==> src/core/prog_link_pkg.sv <==
package prog_link_pkg;

    localparam int DATA_W = 8;
    localparam int FIFO_DEPTH = 8;

    // Link clock rising edges with the data line high that enable the link.
    localparam logic [4:0] ENABLE_CYCLES = 5'h10;
    // A frame is start, eight data, parity and two stop bits.
    localparam logic [3:0] FRAME_BITS = 4'hc;
    // Bits shifted in after the start bit, up to the second stop bit.
    localparam logic [3:0] RX_BITS = 4'hb;
    localparam logic [3:0] BREAK_BITS = 4'hc;
    localparam int PAR_POS = 8;
    localparam int STOP1_POS = 9;
    localparam int STOP2_POS = 10;
    localparam logic [7:0] GUARD_DEFAULT = 8'h80;
    localparam logic [8:0] GUARD_EXTRA = 9'h002;

    typedef enum logic [0:0] {
        R_IDLE = 1'b0,
        R_FRAME = 1'b1
    } rx_state_t;

    typedef enum logic [1:0] {
        T_OFF = 2'b00,
        T_GUARD = 2'b01,
        T_HOLD = 2'b11,
        T_FRAME = 2'b10
    } tx_state_t;

endpackage : prog_link_pkg

==> src/core/serial_programming_phy.sv <==
`timescale 1ns/1ns

module tx_fifo #(
    parameter int WIDTH = 8,
    parameter int DEPTH = 8
) (
    input wire logic clock,
    input wire logic reset_n,
    input wire logic in_valid,
    input wire logic [WIDTH-1:0] in_data,
    output logic in_ready,
    output logic out_valid,
    output logic [WIDTH-1:0] out_data,
    input wire logic out_ready
);
    localparam int AW = $clog2(DEPTH);
    localparam int CW = $clog2(DEPTH + 1);

    typedef struct packed {
        logic [DEPTH-1:0][WIDTH-1:0] mem;
        logic [AW-1:0] wptr;
        logic [AW-1:0] rptr;
        logic [CW-1:0] count;
        logic ready;
    } fifo_state_t;

    fifo_state_t q;
    fifo_state_t d;

    always_comb begin
        logic push;
        logic pop;
        push = in_valid & q.ready;
        pop = out_ready & (q.count != '0);
        d = q;
        if (push) begin
            d.mem[q.wptr] = in_data;
            d.wptr = (q.wptr == AW'(DEPTH - 1)) ? '0 : q.wptr + AW'(1);
        end
        if (pop) begin
            d.rptr = (q.rptr == AW'(DEPTH - 1)) ? '0 : q.rptr + AW'(1);
        end
        if (push && !pop) begin
            d.count = q.count + CW'(1);
        end else if (pop && !push) begin
            d.count = q.count - CW'(1);
        end
        // Ready is registered so the port never depends on the pop in the same cycle.
        d.ready = (d.count != CW'(DEPTH));
    end

    always_ff @(posedge clock or negedge reset_n) begin
        if (!reset_n) begin
            q <= '0;
        end else begin
            q <= d;
        end
    end

    assign in_ready = q.ready;
    assign out_valid = (q.count != '0);
    assign out_data = q.mem[q.rptr];
endmodule : tx_fifo

module serial_programming_phy (
    input wire logic clock,
    input wire logic reset_n,
    input wire logic prog_reset_pin_n,
    input wire logic prog_link_clock,
    input wire logic prog_link_data_in,
    output logic prog_link_data_out,
    output logic prog_link_data_oe_n,
    input wire logic nvm_enable_bit,
    input wire logic tx_mode,
    input wire logic guard_load,
    input wire logic [7:0] guard_time,
    input wire logic tx_valid,
    input wire logic [prog_link_pkg::DATA_W-1:0] tx_data,
    output logic tx_ready,
    output logic [prog_link_pkg::DATA_W-1:0] rx_byte,
    output logic rx_strobe,
    output logic parity_error,
    output logic frame_error,
    output logic break_seen,
    output logic collision,
    output logic error_state,
    output logic link_active
);
    import prog_link_pkg::*;

    typedef struct packed {
        logic [2:0] clk_s;
        logic [1:0] dat_s;
        logic [1:0] rst_s;
        logic active;
        logic [4:0] en_cnt;
        rx_state_t rx_st;
        logic [3:0] rx_cnt;
        logic [10:0] rx_sh;
        logic [3:0] low_run;
        logic wait_high;
        tx_state_t tx_st;
        logic [3:0] tx_cnt;
        logic [11:0] tx_sh;
        logic [8:0] g_cnt;
        logic prev_bit;
        logic [7:0] guard;
        logic err;
        logic dout;
        logic oe_n;
        logic [7:0] rx_byte;
        logic rx_strobe;
        logic parity_err;
        logic frame_err;
        logic break_seen;
        logic collision;
    } phy_state_t;

    phy_state_t q;
    phy_state_t d;
    logic pop;
    logic fifo_valid;
    logic [DATA_W-1:0] fifo_data;

    tx_fifo #(
        .WIDTH(DATA_W),
        .DEPTH(FIFO_DEPTH)
    ) u_tx_fifo (
        .clock(clock),
        .reset_n(reset_n),
        .in_valid(tx_valid),
        .in_data(tx_data),
        .in_ready(tx_ready),
        .out_valid(fifo_valid),
        .out_data(fifo_data),
        .out_ready(pop)
    );

    always_comb begin
        logic rise;
        logic fall;
        logic line;
        logic bit_out;
        rise = q.clk_s[1] & ~q.clk_s[2];
        fall = ~q.clk_s[1] & q.clk_s[2];
        line = q.dat_s[1];
        bit_out = 1'b1;
        d = q;
        pop = 1'b0;
        d.rx_strobe = 1'b0;
        d.parity_err = 1'b0;
        d.frame_err = 1'b0;
        d.break_seen = 1'b0;
        d.collision = 1'b0;
        // The third clock stage only feeds edge detection; stage one feeds stage two alone.
        d.clk_s = {q.clk_s[1:0], prog_link_clock};
        d.dat_s = {q.dat_s[0], prog_link_data_in};
        d.rst_s = {q.rst_s[0], prog_reset_pin_n};

        if (!q.active) begin
            d.oe_n = 1'b1;
            d.dout = 1'b1;
            d.tx_st = T_OFF;
            d.rx_st = R_IDLE;
            if (q.rst_s[1]) begin
                d.en_cnt = '0;
            end else if (rise) begin
                if (!line) begin
                    d.en_cnt = '0;
                end else if (q.en_cnt == ENABLE_CYCLES - 5'h01) begin
                    d.active = 1'b1;
                    d.en_cnt = '0;
                    d.err = 1'b0;
                    d.guard = GUARD_DEFAULT;
                    d.wait_high = 1'b0;
                    d.low_run = '0;
                    d.prev_bit = 1'b1;
                end else begin
                    d.en_cnt = q.en_cnt + 5'h01;
                end
            end
        end else if (q.rst_s[1] && !nvm_enable_bit) begin
            // With the nvm enable bit set, only power removal ends the session.
            d.active = 1'b0;
            d.oe_n = 1'b1;
            d.tx_st = T_OFF;
        end else begin
            if (guard_load) begin
                d.guard = guard_time;
            end

            if (q.tx_st == T_OFF && rise) begin
                if (line) begin
                    d.low_run = '0;
                    d.wait_high = 1'b0;
                end else if (q.low_run != BREAK_BITS) begin
                    d.low_run = q.low_run + 4'h1;
                end
                if (!line && q.low_run == BREAK_BITS - 4'h1) begin
                    // A break while in error recovers; any other break is an exception.
                    d.break_seen = 1'b1;
                    d.err = ~q.err;
                    d.wait_high = 1'b1;
                    d.rx_st = R_IDLE;
                end else begin
                    case (q.rx_st)
                        R_IDLE: begin
                            if (!line && !q.wait_high) begin
                                d.rx_st = R_FRAME;
                                d.rx_cnt = '0;
                            end
                        end
                        R_FRAME: begin
                            d.rx_sh = {line, q.rx_sh[10:1]};
                            d.rx_cnt = q.rx_cnt + 4'h1;
                            if (q.rx_cnt == RX_BITS - 4'h1) begin
                                d.rx_st = R_IDLE;
                                if (!d.rx_sh[STOP1_POS] || !d.rx_sh[STOP2_POS]) begin
                                    d.frame_err = 1'b1;
                                    d.err = 1'b1;
                                end
                                if ((^d.rx_sh[7:0]) != d.rx_sh[PAR_POS]) begin
                                    d.parity_err = 1'b1;
                                    d.err = 1'b1;
                                end
                                if (d.rx_sh[STOP1_POS] && d.rx_sh[STOP2_POS]
                                    && (^d.rx_sh[7:0]) == d.rx_sh[PAR_POS] && !q.err) begin
                                    d.rx_byte = d.rx_sh[7:0];
                                    d.rx_strobe = 1'b1;
                                end
                            end
                        end
                        default: d.rx_st = R_IDLE;
                    endcase
                end
            end

            case (q.tx_st)
                T_OFF: begin
                    if (tx_mode && !q.err && q.rx_st == R_IDLE) begin
                        d.tx_st = T_GUARD;
                        d.g_cnt = {1'b0, q.guard} + GUARD_EXTRA;
                        d.prev_bit = 1'b1;
                    end
                end
                T_GUARD: begin
                    if (!tx_mode) begin
                        d.tx_st = T_OFF;
                    end else if (fall) begin
                        d.g_cnt = q.g_cnt - 9'h001;
                        if (q.g_cnt == 9'h001) begin
                            d.tx_st = T_HOLD;
                        end
                    end
                end
                T_HOLD, T_FRAME: begin
                    if (q.tx_st == T_HOLD && !tx_mode) begin
                        d.tx_st = T_OFF;
                    end else if (fall) begin
                        if (q.tx_st == T_HOLD || q.tx_cnt == FRAME_BITS) begin
                            if (fifo_valid) begin
                                pop = 1'b1;
                                bit_out = 1'b0;
                                d.tx_sh = {1'b1, 2'b11, ^fifo_data, fifo_data};
                                d.tx_cnt = 4'h1;
                                d.tx_st = T_FRAME;
                            end else begin
                                d.tx_st = tx_mode ? T_HOLD : T_OFF;
                            end
                        end else begin
                            bit_out = q.tx_sh[0];
                            d.tx_sh = {1'b1, q.tx_sh[11:1]};
                            d.tx_cnt = q.tx_cnt + 4'h1;
                        end
                        d.dout = bit_out;
                        d.oe_n = ~(~bit_out | ~q.prev_bit);
                        d.prev_bit = bit_out;
                    end
                    // Zeros and the first one hide the line, so checking is only possible here.
                    if (rise && q.oe_n && !line) begin
                        d.collision = 1'b1;
                        d.err = 1'b1;
                        d.tx_st = T_OFF;
                    end
                end
                default: d.tx_st = T_OFF;
            endcase
            if (d.tx_st == T_OFF) begin
                d.oe_n = 1'b1;
            end
        end
    end

    always_ff @(posedge clock or negedge reset_n) begin
        if (!reset_n) begin
            q <= '0;
            q.oe_n <= 1'b1;
            q.dout <= 1'b1;
            q.prev_bit <= 1'b1;
            q.guard <= GUARD_DEFAULT;
        end else begin
            q <= d;
        end
    end

    assign prog_link_data_out = q.dout;
    assign prog_link_data_oe_n = q.oe_n;
    assign rx_byte = q.rx_byte;
    assign rx_strobe = q.rx_strobe;
    assign parity_error = q.parity_err;
    assign frame_error = q.frame_err;
    assign break_seen = q.break_seen;
    assign collision = q.collision;
    assign error_state = q.err;
    assign link_active = q.active;
endmodule : serial_programming_phy
==> config.mk <==
export PLATFORM = sky130hd
export DESIGN_NAME = serial_programming_phy
export DESIGN_NICKNAME = d
export VERILOG_FILES = /design/src/core/prog_link_pkg.sv /design/src/core/serial_programming_phy.sv
export SDC_FILE = /design/constraint.sdc
export NUM_CORES = 1
export LEC_CHECK = 0
export ABC_AREA = 1
export BUFFER_PORTS_ARGS = -buffer_cell sky130_fd_sc_hd__buf_2
export CAP_MARGIN = 10
export CORE_ASPECT_RATIO = 0.75
export CORE_MARGIN = 2
export CORE_UTILIZATION = 55
export DETAILED_ROUTE_END_ITERATION = 8
export HOLD_SLACK_MARGIN = 0.15
export PLACE_DENSITY = 0.82
export RECOVER_POWER = 100
export SYNTH_ARGS = -nofsm -noshare
export SYNTH_HDL_FRONTEND = slang
export SYNTH_SLANG_ARGS = --single-unit
==> constraint.sdc <==
create_clock -name clock -period 2.1 [get_ports clock]
set_input_delay 0.105 -clock clock [delete_from_list [all_inputs] [get_ports clock]]
set_output_delay 0.105 -clock clock [all_outputs]
set_load 0.01 [all_outputs]
==> implementation parameters <==
Parameter                              Value

Placed design
  Final HPWL from detailed placement    12100 um
  Placed cell areas    8700 um2
  Port-buffer cells    42
  Routability congestion estimate    0.856

STA
  Slew HR    0.187
  Worst Tran Pin Value    1.22 ns
  Number of setup violations in the final report    0
  Clock skew after layout    0.00993 ns
  Total Neg Setup Slack    0 ns
  RSZ-0062 raised after global routing    yes
  Final count of hold timing violations    0
  Fin crit share    0.958
  Hold Worst Slack    0.195 ns
  Pins over their slew limit    0
  Minimum clock period after layout    2.01 ns
  Achievable frequency    0.497 GHz

Finish
  Growth of design area from synthesis to finish    14.7%
  Post-layout net count    1175
  Final standard cell utilization of the core    0.651
  Final design area excluding fillers    9470 um2
  Fraction of layout instances using a drive strength above 1    0.0942
  Antenna diode count    0

Global routing
  Wire length of the first global-routing pass    30400 um
  GRT Overall Usage    0.237
  Aggregate global routing overflow    0
  Via count of the first global-routing pass    6536
  Largest net degree at the start of global routing    49
  Initial antenna violation count    0

Clocking
  CTS tree    yes
  Clock slew at the register clock pins of the worst setup and hold paths    0.06 ns
  Bufs on Longest Clock Path    2
  H-tree levels    4
  Number of CTS-inserted buffers    17
  Clock latency at the later pin of the worst-skew pair    0.43 ns
  Number of buffers inserted by post-CTS setup repair    0
  Clock sink count    160
  Cell at the root of the clock tree    sky130_fd_sc_hd__clkbuf_16

Job
  Number of maximum-capacitance constraint violations    0

Outcome
  Status    completed

Detailed routing
  Per-cell via count in the routed design    5.18
  DRC violations left    0
  Overall via count from detail_route    6977
  Violation count after the first detailed-route iteration    607
  Antenna Violating Nets Remaining    0
  Number of iterations in the first detailed-routing pass    6
  Post-detailed-route wirelength per cell    13.3 um
  WL final    17900 um

Floorplanning
  Total die area    16000 um2
  Core Box Area    14500 um2
  Std-Cell Rows    38
  Die Wd    146 um
  Initial standard-cell utilization of the core    0.568
  I/O Pins    43
  Vert. Die Dim    110 um

Yosys
  Number of synthesis warnings    0
  Largest area contributor in the synthesized netlist    sky130_fd_sc_hd__dfrtp_1
  Post-synthesis sequential area ratio    0.485
  Cell count after synthesis    1069
  Most common library cells after synthesis    sky130_fd_sc_hd__nand2_1 (331), sky130_fd_sc_hd__inv_1 (160), sky130_fd_sc_hd__dfrtp_1 (156)
  Netlist Area Pre-Place    8260 um2
  Unique cell type count in the Yosys netlist    49
  Post-synthesis sequential element count    160
  Most numerous cell in the Yosys netlist    sky130_fd_sc_hd__nand2_1
  Post-synth top area share    0.473
  Primary FF master, synth    sky130_fd_sc_hd__dfrtp_1
  Number of enable-type register cells in the synthesized netlist    0
  Syn nets    1111
  Async set or reset register ratio after synthesis    1.00
  Leading post-synthesis cells by cell area    sky130_fd_sc_hd__dfrtp_1 (47%), sky130_fd_sc_hd__nand2_1 (15%), sky130_fd_sc_hd__o21ai_0 (7.7%)
  Synthesized area per cell    7.73 um2

Critical path
  Start point of the critical path    link_active$_DFF_PN0_
  CP Class    flop to flop
  Cell family with the largest share of critical-path delay    simple AND/OR/NAND/NOR gates
  Endpoint of the worst setup timing path    rx_byte[1]$_DFFE_PN0P_
  Critical-path cell list    inv_1 > nor2_1 > nand2_2 > nor3_4 > nand4_4 > nand2_1 > o21ai_1
  Path length in cells of the critical path    7
  Startpoint class of the critical path    flop
  Largest fanout on the critical path    17
  Biggest cell delay along the critical path    0.57 ns
  Worst Path Arrival    2.32 ns
  Buffering stage count on the worst path with inverters included    1
  Worst EP required    2.41 ns
  Cell with the largest stage delay on the worst path    sky130_fd_sc_hd__dfrtp_1
  Reg2Reg Depth    7
  Capturing element type of the critical path    flop
  Reg-to-reg critical path startpoint    link_active$_DFF_PN0_
  Endpoint of the worst-slack reg-to-reg timing path    rx_byte[1]$_DFFE_PN0P_
  Reg2Reg Setup Slack    0.09 ns

Power and ir drop
  Seq pwr share    0.439
  Switching share of total power    0.336
  Clock network fraction of design power    0.312
  Ratio of total power to cell area    1040 nW/um2
  Sw Pwr    3310 uW
  Power consumption    9850 uW
  Part of the total power dissipated in combinational logic    0.248
  Leakage power of the design    0.00490 uW
  Maximum vdd drop    0.649 mV
  Internal Pwr Total    6540 uW

Hold path
  Worst min-delay path category    input pin to flop
-- worst register-to-register path: cells and delay by family, from the launching register on --
kind,cells,cell delay (ns)
flip-flops,1,0.57
AO/OA/AOI/OAI,1,0.07
AND/OR/NAND/NOR,5,1.12
buffers and inverters,1,0.14
-- power by group through the flow --
| stage | Combinational (uW) | Sequential, uW | Clock (uW) |
|---|---|---|---|
| floorplan | 1860 | 4250 | 0 |
| global placement | 2270 | 4340 | 0 |
| detailed placement | 2390 | 4360 | 0 |
| CTS | 2440 | 4320 | 3120 |
| global route | 2880 | 4430 | 3260 |
| finish | 2450 | 4330 | 3080 |
-- through the flow --
step           instances  setup WS (ns)
3_3_place_gp        1292          0.183
4_1_cts             1346         0.0632
3_5_place_dp        1292         0.0976
5_1_grt             1346        -0.0517
2_1_floorplan       1069          0.392
6_report            1346         0.0889
-- per-layer routing --
layer | share of wire | global-route usage | vias up
met1 | 0.48 | 0.330 | 3237
met2 | 0.45 | 0.375 | 198
met4 | 0.020 | 0.0994 | 0
met5 | 0 | 0 | -
li1 | - | - | 3510
met3 | 0.052 | 0.0407 | 32
-- area by class of cell --
cell class	count	area [um2]
Fill cell	1222	5080
Sequential cell	160	4010
Multi-Input combinational cell	705	3430
Inverter	164	617
Timing Repair Buffer	85	577
Clock buffer	18	429
Tap cell	200	250
Clock inverter	14	159
-- flip-flops by register name (all words and copies together) (netlist names) --
signal	flops
frame_error	1
u_tx_fifo.in_ready	1
prog_link_data_out	1
q	64
error_state	1
link_active	1
collision	1
rx_strobe	1
rx_byte	8
break_seen	1
d	4
parity_error	1
prog_link_data_oe_n	1
u_tx_fifo.q	74
-- repair_timing --
item | in CTS | in global routing
hold buffers | 22 | 0
resized for setup | 0 | 6
endpoints found under the hold margin | 233 | 0
setup endpoints to repair | 0 | 5
-- worst min-delay path by stage --
stage / from / to / slack, ns / depth (start not counted)
final: tx_valid / u_tx_fifo.q[10]$_DFFE_PN0P_ / 0.20 / 4
after global routing: nvm_enable_bit / q[72]$_DFFE_PN0P_ / 0.28 / 6
after CTS: reset_n / u_tx_fifo.q[36]$_DFFE_PN0P_ / 0.17 / 2
after detailed placement: reset_n / u_tx_fifo.q[14]$_DFFE_PN0P_ / 0.07 / 1
after global placement: reset_n / u_tx_fifo.q[22]$_DFFE_PN0P_ / 0.06 / 1
after floorplan: reset_n / break_seen$_DFF_PN0_ / -0.19 / 0
-- cell usage in the layout, fill, tap and decap left out, types with 3 or more instances in the layout --
cell type | synthesis | layout
sky130_fd_sc_hd__xor2_1 | 5 | 5
sky130_fd_sc_hd__clkbuf_2 | 1 | 3
sky130_fd_sc_hd__nor2_2 | 3 | 3
sky130_fd_sc_hd__nand3_1 | 61 | 61
sky130_fd_sc_hd__nand2_4 | 4 | 4
sky130_fd_sc_hd__clkinv_4 | 0 | 4
sky130_fd_sc_hd__o21ai_0 | 127 | 126
sky130_fd_sc_hd__a21oi_1 | 29 | 29
sky130_fd_sc_hd__dfstp_2 | 4 | 4
sky130_fd_sc_hd__a31oi_1 | 5 | 4
sky130_fd_sc_hd__nand2_1 | 331 | 331
sky130_fd_sc_hd__clkinvlp_4 | 0 | 4
sky130_fd_sc_hd__dfrtp_1 | 156 | 156
sky130_fd_sc_hd__nand2_2 | 3 | 3
sky130_fd_sc_hd__clkbuf_16 | 0 | 17
sky130_fd_sc_hd__nand4_1 | 7 | 7
sky130_fd_sc_hd__buf_2 | 14 | 25
sky130_fd_sc_hd__dlygate4sd3_1 | 0 | 22
sky130_fd_sc_hd__buf_4 | 9 | 14
sky130_fd_sc_hd__inv_1 | 160 | 161
sky130_fd_sc_hd__xnor2_1 | 3 | 3
sky130_fd_sc_hd__nor3_1 | 7 | 7
sky130_fd_sc_hd__ha_1 | 17 | 17
sky130_fd_sc_hd__o22ai_1 | 6 | 6
sky130_fd_sc_hd__or2_2 | 3 | 3
sky130_fd_sc_hd__clkbuf_1 | 14 | 20
sky130_fd_sc_hd__nor2_1 | 53 | 53
sky130_fd_sc_hd__o21ai_1 | 10 | 11
sky130_fd_sc_hd__o31ai_1 | 4 | 4
-- cell families (layout without fill, tap and decap cells) --
kind of cell             after synthesis  count (layout)  share of synthesized area
AND/OR/NAND/NOR                      486             486                      0.255
buffers and inverters                204             281                      0.100
adder cells (fa/ha/maj)               17              17                     0.0257
flip-flops                           160             160                      0.485
XOR/XNOR                               8               8                    0.00848
AO/OA/AOI/OAI                        194             194                      0.126
(Power assumes the default switching activity.)
